`src/tick_gen_pkg.sv`:
```
/*
 * Shared constants for the array tick generator: clock rate, tick period,
 * pulse width, second alignment and drift counter width.
 * Assumes the design clock is the 25 MHz coarse reference itself.
 */
package tick_gen_pkg;
  localparam int unsigned CLK_HZ = 25000000;
  localparam int unsigned CLK_NS = 40;
  localparam int unsigned TICK_PERIOD_MS = 48;
  localparam int unsigned TICK_DIV = CLK_HZ / 1000 * TICK_PERIOD_MS;
  localparam int unsigned TICK_CNT_W = 21;
  localparam int unsigned PULSE_MIN_NS = 1000;
  localparam int unsigned PULSE_MAX_PCT = 10;
  localparam int unsigned PULSE_MIN_CYC = (PULSE_MIN_NS + CLK_NS - 1) / CLK_NS;
  localparam int unsigned PULSE_MAX_CYC = TICK_DIV / 100 * PULSE_MAX_PCT;
  localparam int unsigned PULSE_CYC = PULSE_MIN_CYC * 4;
  localparam int unsigned TICKS_PER_SEC = 125;
  localparam int unsigned SEC_CNT_W = 7;
  localparam int unsigned ALIGN_TOL_US = 10;
  localparam int unsigned ALIGN_TOL_CYC = ALIGN_TOL_US * 1000 / CLK_NS;
  localparam int unsigned DRIFT_W = 64;
  localparam int unsigned OFFSET_W = 32;
endpackage : tick_gen_pkg

```
`src/array_time_tick_generator.sv`:
```
/*
 * Array tick generator: divides the coarse reference down to the 48 ms
 * tick, drives it out as a short high pulse, marks every 125th tick as
 * second-aligned, measures its offset from the external 1 PPS and keeps
 * a 64-bit drift count. Assumes clk is the coarse reference and that
 * pps, align_req and drift_clear are asynchronous to it, while ce is synchronous.
 */
`timescale 1ns/1ns
module array_time_tick_generator #(
  parameter int unsigned TICK_DIV_P = tick_gen_pkg::TICK_DIV
) (
  input wire logic clk,
  input wire logic rst_n,
  input wire logic ce,
  input wire logic pps,
  input wire logic align_req,
  input wire logic drift_clear,
  output logic tick_out,
  output logic tick_strobe,
  output logic second_tick,
  output logic aligned,
  output logic [tick_gen_pkg::OFFSET_W-1:0] second_offset,
  output logic offset_valid,
  output logic [tick_gen_pkg::DRIFT_W-1:0] drift_count
);
  import tick_gen_pkg::*;

  localparam logic [TICK_CNT_W-1:0] TICK_LAST = TICK_CNT_W'(TICK_DIV_P - 1);
  localparam logic [TICK_CNT_W-1:0] PULSE_END = TICK_CNT_W'(PULSE_CYC);
  localparam logic [SEC_CNT_W-1:0] SEC_LAST = SEC_CNT_W'(TICKS_PER_SEC - 1);

  logic [1:0] rst_sync;
  logic rst_int_n;
  logic [1:0] pps_sync;
  logic [1:0] align_sync;
  logic [1:0] clr_sync;
  logic pps_prev;
  logic pps_rise;
  logic [TICK_CNT_W-1:0] tick_cnt;
  logic [SEC_CNT_W-1:0] sec_cnt;
  logic wrap;
  logic align_armed;
  logic [OFFSET_W-1:0] offset_run;
  logic offset_open;

  // Reset is asserted at once and released two clock edges later.
  always_ff @(posedge clk or negedge rst_n) begin
    if (!rst_n) begin
      rst_sync <= 2'h0;
    end else begin
      rst_sync <= {rst_sync[0], 1'b1};
    end
  end
  assign rst_int_n = rst_sync[1];

  // Two-stage synchronisers; only stage one feeds stage two.
  always_ff @(posedge clk or negedge rst_int_n) begin
    if (!rst_int_n) begin
      pps_sync <= 2'h0;
      align_sync <= 2'h0;
      clr_sync <= 2'h0;
      pps_prev <= 1'b0;
    end else if (ce) begin
      pps_sync <= {pps_sync[0], pps};
      align_sync <= {align_sync[0], align_req};
      clr_sync <= {clr_sync[0], drift_clear};
      pps_prev <= pps_sync[1];
    end
  end
  assign pps_rise = pps_sync[1] & ~pps_prev;
  assign wrap = (tick_cnt == TICK_LAST);

  // Integer divider; a requested alignment restarts it on the next 1 PPS edge.
  always_ff @(posedge clk or negedge rst_int_n) begin
    if (!rst_int_n) begin
      tick_cnt <= '0;
      sec_cnt <= '0;
      align_armed <= 1'b0;
      aligned <= 1'b0;
    end else if (ce) begin
      if (align_armed && pps_rise) begin
        tick_cnt <= '0;
        sec_cnt <= '0;
        align_armed <= 1'b0;
        aligned <= 1'b1;
      end else begin
        if (align_sync[1]) begin
          align_armed <= 1'b1;
        end
        if (wrap) begin
          tick_cnt <= '0;
          sec_cnt <= (sec_cnt == SEC_LAST) ? '0 : sec_cnt + 1'b1;
        end else begin
          tick_cnt <= tick_cnt + 1'b1;
        end
      end
    end
  end

  // Pulse high for a fixed count that sits between both width limits.
  always_ff @(posedge clk or negedge rst_int_n) begin
    if (!rst_int_n) begin
      tick_out <= 1'b0;
      tick_strobe <= 1'b0;
      second_tick <= 1'b0;
    end else if (ce) begin
      tick_out <= (tick_cnt < PULSE_END) && !(align_armed && pps_rise);
      tick_strobe <= (tick_cnt == '0);
      second_tick <= (tick_cnt == '0) && (sec_cnt == '0);
    end
  end

  // Offset from 1 PPS to the next second tick, in coarse cycles of 40 ns.
  always_ff @(posedge clk or negedge rst_int_n) begin
    if (!rst_int_n) begin
      offset_run <= '0;
      offset_open <= 1'b0;
      second_offset <= '0;
      offset_valid <= 1'b0;
    end else if (ce) begin
      if (pps_rise) begin
        offset_run <= '0;
        offset_open <= 1'b1;
      end else if (offset_open && tick_cnt == '0 && sec_cnt == '0) begin
        second_offset <= offset_run;
        offset_valid <= 1'b1;
        offset_open <= 1'b0;
      end else if (offset_open) begin
        offset_run <= offset_run + 1'b1;
      end
    end
  end

  // Drift: coarse cycles counted, cleared remotely; the clear wins here on purpose.
  always_ff @(posedge clk or negedge rst_int_n) begin
    if (!rst_int_n) begin
      drift_count <= '0;
    end else if (ce) begin
      if (clr_sync[1]) begin
        drift_count <= '0;
      end else begin
        drift_count <= drift_count + 1'b1;
      end
    end
  end

  logic [TICK_CNT_W-1:0] high_run;
  always_ff @(posedge clk or negedge rst_int_n) begin
    if (!rst_int_n) begin
      high_run <= '0;
    end else if (ce) begin
      high_run <= tick_out ? high_run + 1'b1 : '0;
    end
  end

  a_pulse_max_width: assert property (@(posedge clk) disable iff (!rst_int_n)
    high_run <= TICK_CNT_W'(PULSE_MAX_CYC))
    else $error("tick pulse too long");
  // Only the single cycle cut by an alignment restart is exempt from the minimum width.
  a_pulse_min_width: assert property (@(posedge clk) disable iff (!rst_int_n)
    ce && $fell(tick_out) && !$past(align_armed && pps_rise)
    |-> $past(high_run) >= TICK_CNT_W'(PULSE_MIN_CYC) - 1)
    else $error("tick pulse too short");
  a_tick_wrap_period: assert property (@(posedge clk) disable iff (!rst_int_n)
    tick_cnt <= TICK_LAST)
    else $error("tick counter beyond period");
  a_second_on_tick: assert property (@(posedge clk) disable iff (!rst_int_n)
    second_tick |-> tick_strobe)
    else $error("second tick off a tick edge");
  a_sec_range: assert property (@(posedge clk) disable iff (!rst_int_n)
    sec_cnt <= SEC_LAST)
    else $error("second counter out of range");
  a_tick_single: assert property (@(posedge clk) disable iff (!rst_int_n)
    ce && tick_strobe ##1 ce |-> !tick_strobe)
    else $error("tick strobe longer than one cycle");
  a_drift_clear: assert property (@(posedge clk) disable iff (!rst_int_n)
    ce && clr_sync[1] ##1 ce |-> drift_count == '0)
    else $error("drift counter not cleared");
  a_drift_count: assert property (@(posedge clk) disable iff (!rst_int_n)
    ce && !clr_sync[1] |=> drift_count == $past(drift_count) + 1'b1 || !$past(ce))
    else $error("drift counter stalled");
  a_align_restart: assert property (@(posedge clk) disable iff (!rst_int_n)
    ce && align_armed && pps_rise |=> tick_cnt == '0 && aligned)
    else $error("alignment did not restart tick");
  a_align_second: assert property (@(posedge clk) disable iff (!rst_int_n)
    ce && align_armed && pps_rise ##1 ce |=> second_tick)
    else $error("aligned restart did not give a second tick");
  a_pulse_start: assert property (@(posedge clk) disable iff (!rst_int_n)
    tick_strobe |-> tick_out)
    else $error("tick pulse not high on tick edge");
  a_exact_wrap: assert property (@(posedge clk) disable iff (!rst_int_n)
    ce && wrap && !(align_armed && pps_rise) |=> tick_cnt == '0)
    else $error("divider did not wrap at period end");
  // Software may read the offset at any time, so once valid it must stay valid.
  a_offset_held: assert property (@(posedge clk) disable iff (!rst_int_n)
    offset_valid |=> offset_valid)
    else $error("offset measurement withdrawn");

  // Main scenarios: second tick, alignment, offset capture, cut pulse, drift clear.
  c_second_tick: cover property (@(posedge clk) disable iff (!rst_int_n) second_tick);
  c_aligned: cover property (@(posedge clk) disable iff (!rst_int_n) $rose(aligned));
  c_offset: cover property (@(posedge clk) disable iff (!rst_int_n) $rose(offset_valid));
  c_align_cut: cover property (@(posedge clk) disable iff (!rst_int_n)
    align_armed && pps_rise && tick_out);
  c_drift_clear: cover property (@(posedge clk) disable iff (!rst_int_n) clr_sync[1]);
endmodule : array_time_tick_generator

```
`config.mk`:
```
export PLATFORM = sky130hd
export DESIGN_NAME = array_time_tick_generator
export DESIGN_NICKNAME = d
export VERILOG_FILES = /design/src/tick_gen_pkg.sv /design/src/array_time_tick_generator.sv
export SDC_FILE = /design/constraint.sdc
export NUM_CORES = 1
export LEC_CHECK = 0
export BUFFER_PORTS_ARGS = -buffer_cell sky130_fd_sc_hd__clkbuf_2
export CAP_MARGIN = 5
export CORE_UTILIZATION = 30
export CTS_CLUSTER_DIAMETER = 200
export CTS_CLUSTER_SIZE = 10
export DETAILED_ROUTE_END_ITERATION = 8
export PLACE_DENSITY = 0.48
export SETUP_SLACK_MARGIN = 0.3
export SYNTH_ARGS = -nofsm -noshare
export SYNTH_HDL_FRONTEND = slang
export SYNTH_SLANG_ARGS = --single-unit
```
`constraint.sdc`:
```
create_clock -name clk -period 5.59 [get_ports clk]
set_input_delay 0 -clock clk [delete_from_list [all_inputs] [get_ports clk]]
set_output_delay 0 -clock clk [all_outputs]
set_load 0.05 [all_outputs]
```
==> impl_metrics.csv, run 1 <==
group,metric,value,unit
global_routing,vias_in_the_first_global_route,6956,
drt,post-route-drc-count,0,
critical_path,critical_path_buf_inv_count,0,
global_routing,grt_antenna_before_repair,0,
die,floorplan.initialDensity,30.5,%
finish,n_antenna_cell,0,
synthesis,synth_fp_nets,896,
global_routing,grtUsageTotal,15.5,%
finish,finish.instance_area,0.0103,sq mm
run,max-cap-violations,0,
sta,slew_hr,21.5,%
synthesis,average_cell_area_after_synthesis,9.90,sq um
die,die_extent_in_y,173,um
clock_tree,clock_path_buffers,2,
drt,avgViaCountPerCell,5.27,
drt,avgRoutedWirePerCell,16.3,um
critical_path,crit_fanout,33,
die,floorplan.die.width,173,um
die,floorplan.rows,62,
sta,rsz0062_at_grt,"false",
drt,routed_wirelength,22.4,mm
clock_tree,clock_insertion_delay_worst_skew,0.44,ns
clock_tree,numCtsBuffers,17,
clock_tree,post-cts-setup-buffers,0,
synthesis,synth_flop_cell,"sky130_fd_sc_hd__dfrtp_1",
sta,max_freq,339,MHz
critical_path,cp_cell_sequence,"nor3_1 > nand4_2 > nor3_2 > nand3_2 > mux2_1",
finish,layout-drive-gt1-share,19.0,%
critical_path,setup.worst_path.class,"flop to flop",
critical_path,max_stage_delay,0.75,ns
place,detailed_place.area,0.00963,sq mm
global_routing,first_pass_grt_wire_length,37.5,mm
clock_tree,path_clk_slew,0.08,ns
synthesis,fraction_of_the_yosys_area_taken_by_sequential_cells,49.2,%
finish,post-route-util,35.9,%
critical_path,startpoint_type,"flop",
die,dieArea,0.0299,sq mm
drt,ant_nets,0,
clock_tree,cts_max_level,4,
clock_tree,postCtsResizedCells,0,
power_and_ir_drop,comb_power_share,17.0,%
die,fp.coreArea,0.0287,sq mm
synthesis,ys_seq_elements,172,
global_routing,grt_remaining_overflow,0,
finish,layout.cells.most_common,"sky130_fd_sc_hd__dfrtp_1",
place,dp.final_hpwl,15.1,mm
worst_hold_path,hold_path_class,"input pin to flop",
drt,dr_total_vias,7246,
critical_path,largest_delay_share_family_worst_path,"simple AND/OR/NAND/NOR gates",
critical_path,r2r.worst_path.cells,5,
power_and_ir_drop,power.share.switching,35.2,%
sta,hold_violations,0,
power_and_ir_drop,p_int,2.13,mW
worst_hold_path,timing.hold.worst_path_depth,3,
sta,period_minus_slack,2.95,ns
finish,most_frequent_cells_in_the_layout,"sky130_fd_sc_hd__dfrtp_1 (171), sky130_fd_sc_hd__clkbuf_2 (106), sky130_fd_sc_hd__nor2_1 (82), sky130_fd_sc_hd__nand2_1 (57), sky130_fd_sc_hd__nand3_1 (53)",
clock_tree,cts_num_sinks,172,
place,placement.io_buffers,106,
clock_tree,cts-hold-fix-buffers,5,
sta,finalSetupViolations,0,
power_and_ir_drop,p_per_area,319,mW/mm^2
clock_tree,cts_root_buffer,"sky130_fd_sc_hd__clkbuf_16",
power_and_ir_drop,power_frac_clock,37.4,%
finish,final_net_count,991,
power_and_ir_drop,vdd_ir_drop_max,0.216,mV
sta,slew_viol_final,0,
synthesis,syn_inst,884,
place,place_congestion,0.816,
critical_path,worst_ep_arrival_time,3.27,ns
sta,actual_transition_at_the_worst_max_transition_pin,1.17,ns
critical_path,crit_required,5.91,ns
drt,drt-initial-drc-count,431,
sta,fin_crit_sh,52.8,%
synthesis,synthesis.yosys.warnings,0,
sta,fin_tns_setup,0,ns
status,run_status,"completed",
power_and_ir_drop,seq_power_share,45.6,%
power_and_ir_drop,switching_power_of_the_nets,1.16,mW
critical_path,cp_slowest_cell,"sky130_fd_sc_hd__nand3_2",
clock_tree,cts_tree,"done",
synthesis,synthArstFlopShare,100,%
critical_path,endpoint_kind,"flop",
sta,finClkSkew,0.0133,ns
global_routing,largest_net_degree_at_the_start_of_global_routing,63,
power_and_ir_drop,power.leakage,4.40,nW
synthesis,synth_edf_count,0,
drt,drt-pass1-iter-count,5,
synthesis,synth.distinct_cells,58,
finish,synthToLayoutAreaGrowth,17.5,%
die,boundaryPins,107,
synthesis,synth_area,0.00876,sq mm
critical_path,path_depth,5,
[stage by stage]
stage | power [mW] | cells | setup slack [ns] | hold slack, ns
floorplan | 1.91 | 884 | 0.442 | -0.296
global placement | 2.08 | 1339 | 2.65 | -0.214
detailed placement | 2.09 | 1339 | 2.56 | -0.210
CTS | 3.33 | 1376 | 2.56 | 0.155
global route | 3.45 | 1376 | 2.41 | 0.202
finish | 3.28 | 1376 | 2.64 | 0.166
[worst reg2reg max path, cell delays in order (launching register included)]
cell,delay [ns]
sky130_fd_sc_hd__dfrtp_1,0.43
sky130_fd_sc_hd__nor3_1,0.38
sky130_fd_sc_hd__nand4_2,0.33
sky130_fd_sc_hd__nor3_2,0.30
sky130_fd_sc_hd__nand3_2,0.75
sky130_fd_sc_hd__mux2_1,0.65
[logic make-up after synthesis]
family | synth area share (%)
AOI/OAI and AO/OA | 10.7
xor gates and xnor gates | 4.90
adders and majority gates | 0.857
buffers and inverters | 3.82
DFF | 49.2
muxes | 5.64
other | 0.0428
and+or+nand+nor | 24.9
[state kept, by name (all words and copies together) (netlist names), 2 cells and up]
| name | cells |
|---|---|
| sec_cnt | 7 |
| second_offset | 32 |
| align_sync | 2 |
| drift_count | 64 |
| pps_sync | 2 |
| clr_sync | 2 |
| offset_run | 32 |
| tick_cnt | 21 |
| rst_sync | 2 |
[path summary, 6_finish.rpt]
check                                         end          from  slack, ns
worst max register to register  second_offset[28]  tick_cnt[16]       2.64
worst min-delay path              drift_count[42]            ce       0.17
worst max-delay path            second_offset[28]  tick_cnt[16]       2.64
worst min register to register        rst_sync[1]   rst_sync[0]       0.35
min in group asynchronous       second_offset[29]   rst_sync[1]       0.37
max in group asynchronous          offset_run[18]   rst_sync[1]       3.89
[layer usage]
layer  wire, um  track usage, %
met5          0               0
met4        231            4.09
met3        583            2.55
met2      10700            24.9
met1      10900            21.5
[Yosys cell counts (4+ instances only)]
cell type	n	area, sq um
sky130_fd_sc_hd__or3_1	17	106
sky130_fd_sc_hd__a21oi_1	47	235
sky130_fd_sc_hd__and4_1	13	114
sky130_fd_sc_hd__o211ai_1	9	67.6
sky130_fd_sc_hd__inv_1	31	116
sky130_fd_sc_hd__nand2_1	57	214
sky130_fd_sc_hd__o2bb2ai_1	8	70.1
sky130_fd_sc_hd__nor3_1	19	95.1
sky130_fd_sc_hd__and3_1	11	68.8
sky130_fd_sc_hd__mux2_2	15	169
sky130_fd_sc_hd__nor2_1	82	308
sky130_fd_sc_hd__nor4_2	4	50.1
sky130_fd_sc_hd__or4_1	33	248
sky130_fd_sc_hd__xor2_1	13	114
sky130_fd_sc_hd__nor4_1	26	163
sky130_fd_sc_hd__clkbuf_1	25	93.8
sky130_fd_sc_hd__o21ai_0	38	190
sky130_fd_sc_hd__o31ai_1	30	225
sky130_fd_sc_hd__mux2_1	28	315
sky130_fd_sc_hd__ha_1	6	75.1
sky130_fd_sc_hd__nand3_1	53	265
sky130_fd_sc_hd__a22oi_1	4	30.0
sky130_fd_sc_hd__nand4_2	5	62.6
sky130_fd_sc_hd__xnor2_1	36	315
sky130_fd_sc_hd__buf_2	11	55.1
sky130_fd_sc_hd__and2_1	8	50.1
sky130_fd_sc_hd__dfrtp_1	172	4300
sky130_fd_sc_hd__nand4_1	37	231
[power by group through the flow]
| stage | sequential, mW | clock [mW] | combinational (mW) |
|---|---|---|---|
| global placement | 1.52 | 0 | 0.559 |
| finish | 1.50 | 1.23 | 0.558 |
| global route | 1.52 | 1.31 | 0.612 |
| detailed placement | 1.52 | 0 | 0.564 |
| CTS | 1.50 | 1.27 | 0.569 |
| floorplan | 1.63 | 0 | 0.277 |
[area by class of cell]
| type | count | area [sq um] |
|---|---|---|
| clock buffers | 18 | 439 |
| multi-input cells | 637 | 4120 |
| fillers | 2942 | 18400 |
| repair buffers | 120 | 648 |
| well taps | 384 | 480 |
| flip-flops and latches | 172 | 4310 |
| inverters | 31 | 116 |
| clock inverters | 14 | 175 |
Note: power is estimated with default switching activity, not from simulation.
==> run 2, diff against run 1 <==
Settings changed: ABC_AREA from default to 1, PLACE_DENSITY 0.48 to 0.47.
Clock period 5.59 ns to 3 ns, I/O delays scaled along.
==> run 2 against run 1 <==
Net effect:
- hold slack got worse by 0.088 ns
- sequential share of layout area fell by 4.8 points
- worst setup slack worse by 1.7 ns
- routed wire length up 30%
- via count rose by 28%
- die area grew 14%
- final area increased by 13%
- non-clock buffer count is 1 higher
- first-iteration DRC count is 59% higher
- global-route usage grew 2.4 points
- register-to-register slack worse by 1.7 ns
- final cell count up 45%
==> impl_metrics.csv, run 2 <==
group,metric,value,unit
synthesis,post-synth-top-count-cell,"sky130_fd_sc_hd__nand2_1",
critical_path,regToRegSetupSlack,0.91,ns
synthesis,fraction_of_the_yosys_area_taken_by_sequential_cells,42.9,%
clock_tree,cts-hold-fix-buffers,5,
synthesis,synth_area,0.0100,sq mm
synthesis,synth-simple-area-share,37.5,%
synthesis,muxShareOfSynthArea,0,%
clock_tree,cts_root_buffer,"sky130_fd_sc_hd__clkbuf_16",
critical_path,cp_cell_sequence,"ha_1 > nand3_1 > nor2_1 > nand2_1 > o21ai_2 > nand2_2 > inv_1 > o21ai_0",
critical_path,startpoint_type,"flop",
power_and_ir_drop,vdd_ir_drop_max,0.422,mV
synthesis,yosysTopAreaCellShare,42.9,%
critical_path,max_stage_delay,0.43,ns
synthesis,ys_seq_elements,172,
sta,rsz0062_at_grt,"false",
finish,regMostFlops,"drift_count",
critical_path,critical_path_buf_inv_count,1,
finish,largest_registers,"drift_count x64, offset_run x32, second_offset x32",
synthesis,xor_xnor_fraction_of_synth_area,2.27,%
synthesis,synthesis.yosys.warnings,0,
clock_tree,cts_num_sinks,172,
power_and_ir_drop,p_per_area,496,mW/mm^2
synthesis,synth_top_family_by_area,"simple AND/OR/NAND/NOR gates",
place,placement.io_buffers,106,
sta,hold_violations,0,
critical_path,setup.worst_path.class,"flop to flop",
global_routing,first_pass_grt_wire_length,47.9,mm
critical_path,crit_fanout,17,
finish,flip_flop_count_of_the_largest_register_after_layout,64,
drt,dr_total_vias,9289,
clock_tree,postCtsResizedCells,0,
synthesis,synth_edf_count,0,
sta,finClkSkew,0.0138,ns
die,boundaryPins,107,
finish,synthToLayoutAreaGrowth,15.7,%
clock_tree,numCtsBuffers,17,
finish,n_antenna_cell,0,
finish,final_net_count,1555,
drt,avgViaCountPerCell,4.65,
global_routing,grtUsageTotal,17.9,%
clock_tree,path_clk_slew,0.07,ns
critical_path,largest_delay_share_family_worst_path,"simple AND/OR/NAND/NOR gates",
global_routing,largest_net_degree_at_the_start_of_global_routing,66,
die,fp.coreArea,0.0327,sq mm
clock_tree,cts_max_level,4,
sta,fin_tns_setup,0,ns
synthesis,synth.distinct_cells,43,
die,floorplan.rows,66,
global_routing,vias_in_the_first_global_route,8951,
synthesis,average_cell_area_after_synthesis,6.99,sq um
drt,avgRoutedWirePerCell,14.6,um
clock_tree,clock_path_buffers,2,
clock_tree,cts_tree,"done",
sta,max_freq,479,MHz
sta,fin_crit_sh,69.6,%
power_and_ir_drop,power.leakage,5.42,nW
drt,ant_nets,0,
drt,routed_wirelength,29.1,mm
run,max-cap-violations,0,
sta,actual_transition_at_the_worst_max_transition_pin,0.680,ns
synthesis,library_cell_with_the_largest_summed_area_after_synthesis,"sky130_fd_sc_hd__dfrtp_1",
critical_path,crit_required,3.31,ns
place,dp.final_hpwl,22.0,mm
status,run_status,"completed",
worst_hold_path,hold_path_class,"input pin to flop",
critical_path,cp_slowest_cell,"sky130_fd_sc_hd__inv_1",
sta,finalSetupViolations,0,
drt,drt-initial-drc-count,686,
synthesis,synth_flop_cell,"sky130_fd_sc_hd__dfrtp_1",
drt,post-route-drc-count,0,
die,die_extent_in_y,185,um
synthesis,synth_compound_area_share,7.71,%
synthesis,share_of_synthesized_cell_area_in_full_adder_half_adder_and_majority_cells,0.748,%
sta,slew_hr,54.5,%
die,dieArea,0.0342,sq mm
drt,drt-pass1-iter-count,5,
sta,slew_viol_final,0,
critical_path,worst_ep_arrival_time,2.40,ns
die,floorplan.die.width,185,um
place,place_congestion,0.874,
power_and_ir_drop,power.total,5.77,mW
synthesis,ys_top_cells_by_area,"sky130_fd_sc_hd__dfrtp_1 (43%), sky130_fd_sc_hd__nand2_1 (16%), sky130_fd_sc_hd__nor2_1 (9.1%), sky130_fd_sc_hd__inv_1 (6.5%), sky130_fd_sc_hd__nand3_1 (5.8%)",
finish,layout-drive-gt1-share,12.9,%
clock_tree,post-cts-setup-buffers,0,
synthesis,synthArstFlopShare,100,%
finish,most_frequent_cells_in_the_layout,"sky130_fd_sc_hd__nand2_1 (420), sky130_fd_sc_hd__nor2_1 (243), sky130_fd_sc_hd__inv_1 (174), sky130_fd_sc_hd__dfrtp_1 (171), sky130_fd_sc_hd__nand3_1 (115)",
global_routing,grt_remaining_overflow,0,
synthesis,synth_fp_nets,1449,
clock_tree,clock_insertion_delay_worst_skew,0.44,ns
critical_path,endpoint_kind,"flop",
sta,period_minus_slack,2.09,ns
global_routing,grt_antenna_before_repair,0,
die,floorplan.initialDensity,30.7,%
synthesis,synthTopCellsByCount,"sky130_fd_sc_hd__nand2_1 (420), sky130_fd_sc_hd__nor2_1 (243), sky130_fd_sc_hd__inv_1 (174), sky130_fd_sc_hd__dfrtp_1 (172), sky130_fd_sc_hd__nand3_1 (116)",
synthesis,syn_inst,1437,
finish,layout.cells.most_common,"sky130_fd_sc_hd__nand2_1",
[run 2: changes by cell type after synthesis, moves of 28 or more]
cell | previous run | this run
sky130_fd_sc_hd__xnor2_1 | 36 | 7
sky130_fd_sc_hd__mux2_1 | 28 | 0
sky130_fd_sc_hd__inv_1 | 31 | 174
sky130_fd_sc_hd__nand2_1 | 57 | 420
sky130_fd_sc_hd__nand3_1 | 53 | 116
sky130_fd_sc_hd__or4_1 | 33 | 0
sky130_fd_sc_hd__nor2_1 | 82 | 243
sky130_fd_sc_hd__o31ai_1 | 30 | 0
[run 2: cells by family after synthesis]
group	Yosys count
xor+xnor	26
other cells	1
simple gates	882
buf+inv	212
flops	172
compound gates	138
fa+ha+maj	6
[run 2: tightest hold or removal path, cell delays in order]
cell                       delay (ns)
sky130_fd_sc_hd__clkbuf_2        0.30
sky130_fd_sc_hd__nand2_1         0.14
sky130_fd_sc_hd__nand2_1         0.04
[run 2: worst paths after layout]
path | depth (start not counted) | end | from
worst max register to register | 8 | sec_cnt[4] | tick_cnt[0]
max in group asynchronous | 1 | drift_count[58] | rst_sync[1]
worst max-delay path | 8 | sec_cnt[4] | tick_cnt[0]
worst min register to register | 0 | offset_valid | rst_sync[1]
min in group asynchronous | 0 | offset_valid | rst_sync[1]
worst min-delay path | 3 | pps_sync[0] | ce
[run 2: routing by layer]
layer  vias up  track usage [%]  share of wire, %
met5         -                0                 0
met4         0             5.16               1.4
met3        25             2.87               3.0
met2       149             28.3                45
met1      4361             25.0                51
li1       4754                -                 -
[run 2: layout make-up]
| type | count | area, sq um |
|---|---|---|
| fill | 3592 | 21100 |
| multi-input combinational | 1053 | 4850 |
| sequential | 172 | 4310 |
| timing repair buffer | 121 | 693 |
| clock inverter | 12 | 92.6 |
| tap | 442 | 553 |
| inverter | 178 | 668 |
| clock buffer | 19 | 453 |
[run 2: report_power, final]
| part | switching, mW | total (mW) | internal [mW] |
|---|---|---|---|
| clock network | 0.999 | 2.10 | 1.11 |
| logic | 0.716 | 0.985 | 0.270 |
| registers | 0.203 | 2.68 | 2.47 |
[run 2: per-stage QoR]
step	setup WS, ns	hold slack [ns]	instances	utilization (%)	instance area [sq um]
3_3_place_gp	0.958	-0.212	1961	33.7	11000
3_5_place_dp	0.923	-0.211	1961	33.7	11000
2_1_floorplan	1.01	-0.296	1437	-	10000
5_1_grt	0.659	0.109	1997	35.5	11600
4_1_cts	0.910	0.0694	1997	35.5	11600
6_report	0.911	0.0779	1997	35.5	11600
==> run 3, diff against run 2 <==
Settings changed: ABC_AREA 1 to 0, PLACE_DENSITY 0.47 to 0.48.
Clock period 3 ns to 2 ns, I/O delays scaled along.
==> run 3 against run 2 <==
Net effect:
- fmax is 5.6% higher
- worst setup slack got worse by 0.89 ns
- critical path depth fell by 1
- first-iteration DRC count is 41% lower
- clock-buffer cell count unchanged
- critical path type unchanged
- largest cell class unchanged
- highest routed layer unchanged
==> impl_metrics.csv, run 3 (synthesized netlist as in run 1, its figures left out) <==
group,metric,value,unit
sta,finalSetupViolations,0,
critical_path,endpoint_kind,"flop",
global_routing,grt_remaining_overflow,0,
critical_path,startpoint_type,"flop",
die,floorplan.die.width,173,um
finish,regMostFlops,"drift_count",
clock_tree,path_clk_slew,0.07,ns
sta,final.hold.worst_slack,0.0270,ns
place,placement.io_buffers,106,
place,place_congestion,0.801,
critical_path,crit_required,2.30,ns
finish,layoutNonFillerInstCount,1575,
critical_path,setup.worst_path.class,"flop to flop",
die,floorplan.rows,62,
power_and_ir_drop,seq_power_share,39.5,%
finish,finish.instance_area,0.0132,sq mm
global_routing,first_pass_grt_wire_length,43.2,mm
clock_tree,cts_num_sinks,172,
worst_hold_path,hold_path_class,"input pin to flop",
sta,slew_viol_final,0,
power_and_ir_drop,p_per_area,779,mW/mm^2
power_and_ir_drop,power.leakage,5.91,nW
finish,layout-drive-gt1-share,49.2,%
status,run_status,"completed",
power_and_ir_drop,power.total,10.3,mW
finish,fillers,2754,
clock_tree,numCtsBuffers,17,
critical_path,crit_fanout,6,
finish,final_net_count,1190,
finish,flip_flop_count_of_the_largest_register_after_layout,64,
power_and_ir_drop,switching_power_of_the_nets,3.45,mW
run,max-cap-violations,0,
drt,avgRoutedWirePerCell,16.5,um
sta,max_freq,505,MHz
drt,ant_nets,0,
drt,dr_total_vias,7999,
finish,ff_latch_area,0.00436,sq mm
die,dieArea,0.0299,sq mm
die,die_extent_in_y,173,um
sta,hold_violations,0,
critical_path,worst_ep_arrival_time,2.28,ns
clock_tree,clock_path_buffers,2,
finish,largest_registers,"drift_count x64, offset_run x32, second_offset x32",
sta,actual_transition_at_the_worst_max_transition_pin,0.709,ns
drt,drt-initial-drc-count,406,
clock_tree,cts_root_buffer,"sky130_fd_sc_hd__clkbuf_16",
sta,finClkSkew,0.0156,ns
worst_hold_path,hold_path.startpoint,"ce",
place,placed_cells,1471,
die,floorplan.initialDensity,30.5,%
drt,post-route-drc-count,0,
sta,fin_crit_sh,99.0,%
global_routing,largest_net_degree_at_the_start_of_global_routing,59,
sta,slew_hr,52.6,%
finish,multi_input_area,0.00520,sq mm
clock_tree,cts_max_level,4,
drt,drt-pass1-iter-count,7,
global_routing,grt_antenna_before_repair,0,
drt,routed_wirelength,26.0,mm
power_and_ir_drop,comb_power_share,26.9,%
power_and_ir_drop,power.share.switching,33.6,%
sta,period_minus_slack,1.98,ns
power_and_ir_drop,vdd_ir_drop_max,0.531,mV
place,detailed_place.area,0.0111,sq mm
die,fp.coreArea,0.0287,sq mm
clock_tree,clock_insertion_delay_worst_skew,0.44,ns
finish,layout.cells.most_common,"sky130_fd_sc_hd__buf_4",
global_routing,grtUsageTotal,17.8,%
finish,most_frequent_cells_in_the_layout,"sky130_fd_sc_hd__buf_4 (158), sky130_fd_sc_hd__dfrtp_1 (126), sky130_fd_sc_hd__clkbuf_2 (106), sky130_fd_sc_hd__nor2_1 (66), sky130_fd_sc_hd__nand2_1 (54)",
power_and_ir_drop,p_int,6.81,mW
place,dp.final_hpwl,17.3,mm
global_routing,vias_in_the_first_global_route,8109,
finish,synthToLayoutAreaGrowth,50.4,%
critical_path,cp_launch_point,"tick_cnt[19]",
power_and_ir_drop,power_frac_clock,33.6,%
critical_path,regToRegStartpoint,"tick_cnt[19]",
drt,avgViaCountPerCell,5.08,
sta,rsz0062_at_grt,"true",
clock_tree,cts_tree,"done",
die,boundaryPins,107,
finish,n_antenna_cell,0,
run 3: cell types whose count changed in the layout (fill, tap and decap cells not counted), moves of 25 or more:
| cell | before | now |
|---|---|---|
| sky130_fd_sc_hd__nor3_1 | 35 | 8 |
| sky130_fd_sc_hd__o21ai_0 | 44 | 16 |
| sky130_fd_sc_hd__dfrtp_2 | 0 | 45 |
| sky130_fd_sc_hd__inv_1 | 174 | 29 |
| sky130_fd_sc_hd__mux2_4 | 0 | 30 |
| sky130_fd_sc_hd__nand2_1 | 420 | 54 |
| sky130_fd_sc_hd__buf_6 | 0 | 40 |
| sky130_fd_sc_hd__dfrtp_1 | 171 | 126 |
| sky130_fd_sc_hd__nand3_1 | 115 | 46 |
| sky130_fd_sc_hd__buf_4 | 7 | 158 |
| sky130_fd_sc_hd__xnor2_1 | 7 | 34 |
| sky130_fd_sc_hd__or4_1 | 0 | 25 |
| sky130_fd_sc_hd__nor2_1 | 243 | 66 |
run 3: per-stage QoR:
step	util [%]	setup TNS (ns)	worst slack, ns
2_1_floorplan	-	-0.304	-0.0212
3_3_place_gp	38.6	-0.703	-0.0932
3_5_place_dp	38.6	-0.653	-0.0925
4_1_cts	43.5	0	0.0173
5_1_grt	45.9	-0.880	-0.0587
6_report	45.9	0	0.0208
run 3: critical path: stages (launching register included):
cell and delay, ns:
sky130_fd_sc_hd__dfrtp_1 0.41, sky130_fd_sc_hd__nor4_4 0.36, sky130_fd_sc_hd__nand4_4 0.17, sky130_fd_sc_hd__buf_12 0.18
sky130_fd_sc_hd__o31ai_4 0.32, sky130_fd_sc_hd__buf_6 0.18, sky130_fd_sc_hd__nand2b_4 0.16, sky130_fd_sc_hd__o31ai_2 0.07
run 3: path summary, 6_finish.rpt:
path                               endpoint  slack, ns  depth (start not counted)
min in group asynchronous  second_offset[0]       0.28                          0
min reg2reg                second_offset[0]       0.28                          0
max reg2reg                   offset_run[5]       0.02                          7
min                         drift_count[42]       0.03                          3
max                           offset_run[5]       0.02                          7
max in group asynchronous      tick_cnt[13]       1.03                          1
run 3: layer usage:
layer / up-vias / track usage [%] / part of all wire (%) / wire (um)
met1: 3988 / 23.7 / 46 / 12100
li1: 3844 / - / - / -
met5: - / 0 / 0 / 0
met4: 0 / 4.57 / 1.1 / 281
met2: 143 / 30.1 / 50 / 12900
met3: 24 / 2.66 / 2.8 / 727
run 3: area by class of cell:
| cell class | count | share of cell area (%) |
|---|---|---|
| clock inverters | 13 | 1.19 |
| inverters | 31 | 0.884 |
| repair buffers | 319 | 18.3 |
| flip-flops and latches | 172 | 33.1 |
| clock buffers | 19 | 3.36 |
| well taps | 384 | 3.65 |
| multi-input cells | 637 | 39.5 |
run 3: what timing repair did:
action                                  4_1_cts  5_1_grt
hold buffers                                  5        0
hold endpoints to repair                      5        0
gates resized for setup                     116      106
endpoints found under the setup margin      126      135
gates cloned                                  4        0
pin swaps                                    89       75
setup buffers                                35       28
run 3: power groups by stage:
| stage | clock network [mW] | logic, mW | registers [mW] |
|---|---|---|---|
| after floorplan | 0 | 0.950 | 4.59 |
| after global placement | 0 | 2.21 | 4.12 |
| after detailed placement | 0 | 2.22 | 4.12 |
| after CTS | 3.56 | 2.54 | 4.04 |
| after global routing | 3.68 | 2.97 | 4.10 |
| final | 3.44 | 2.76 | 4.05 |
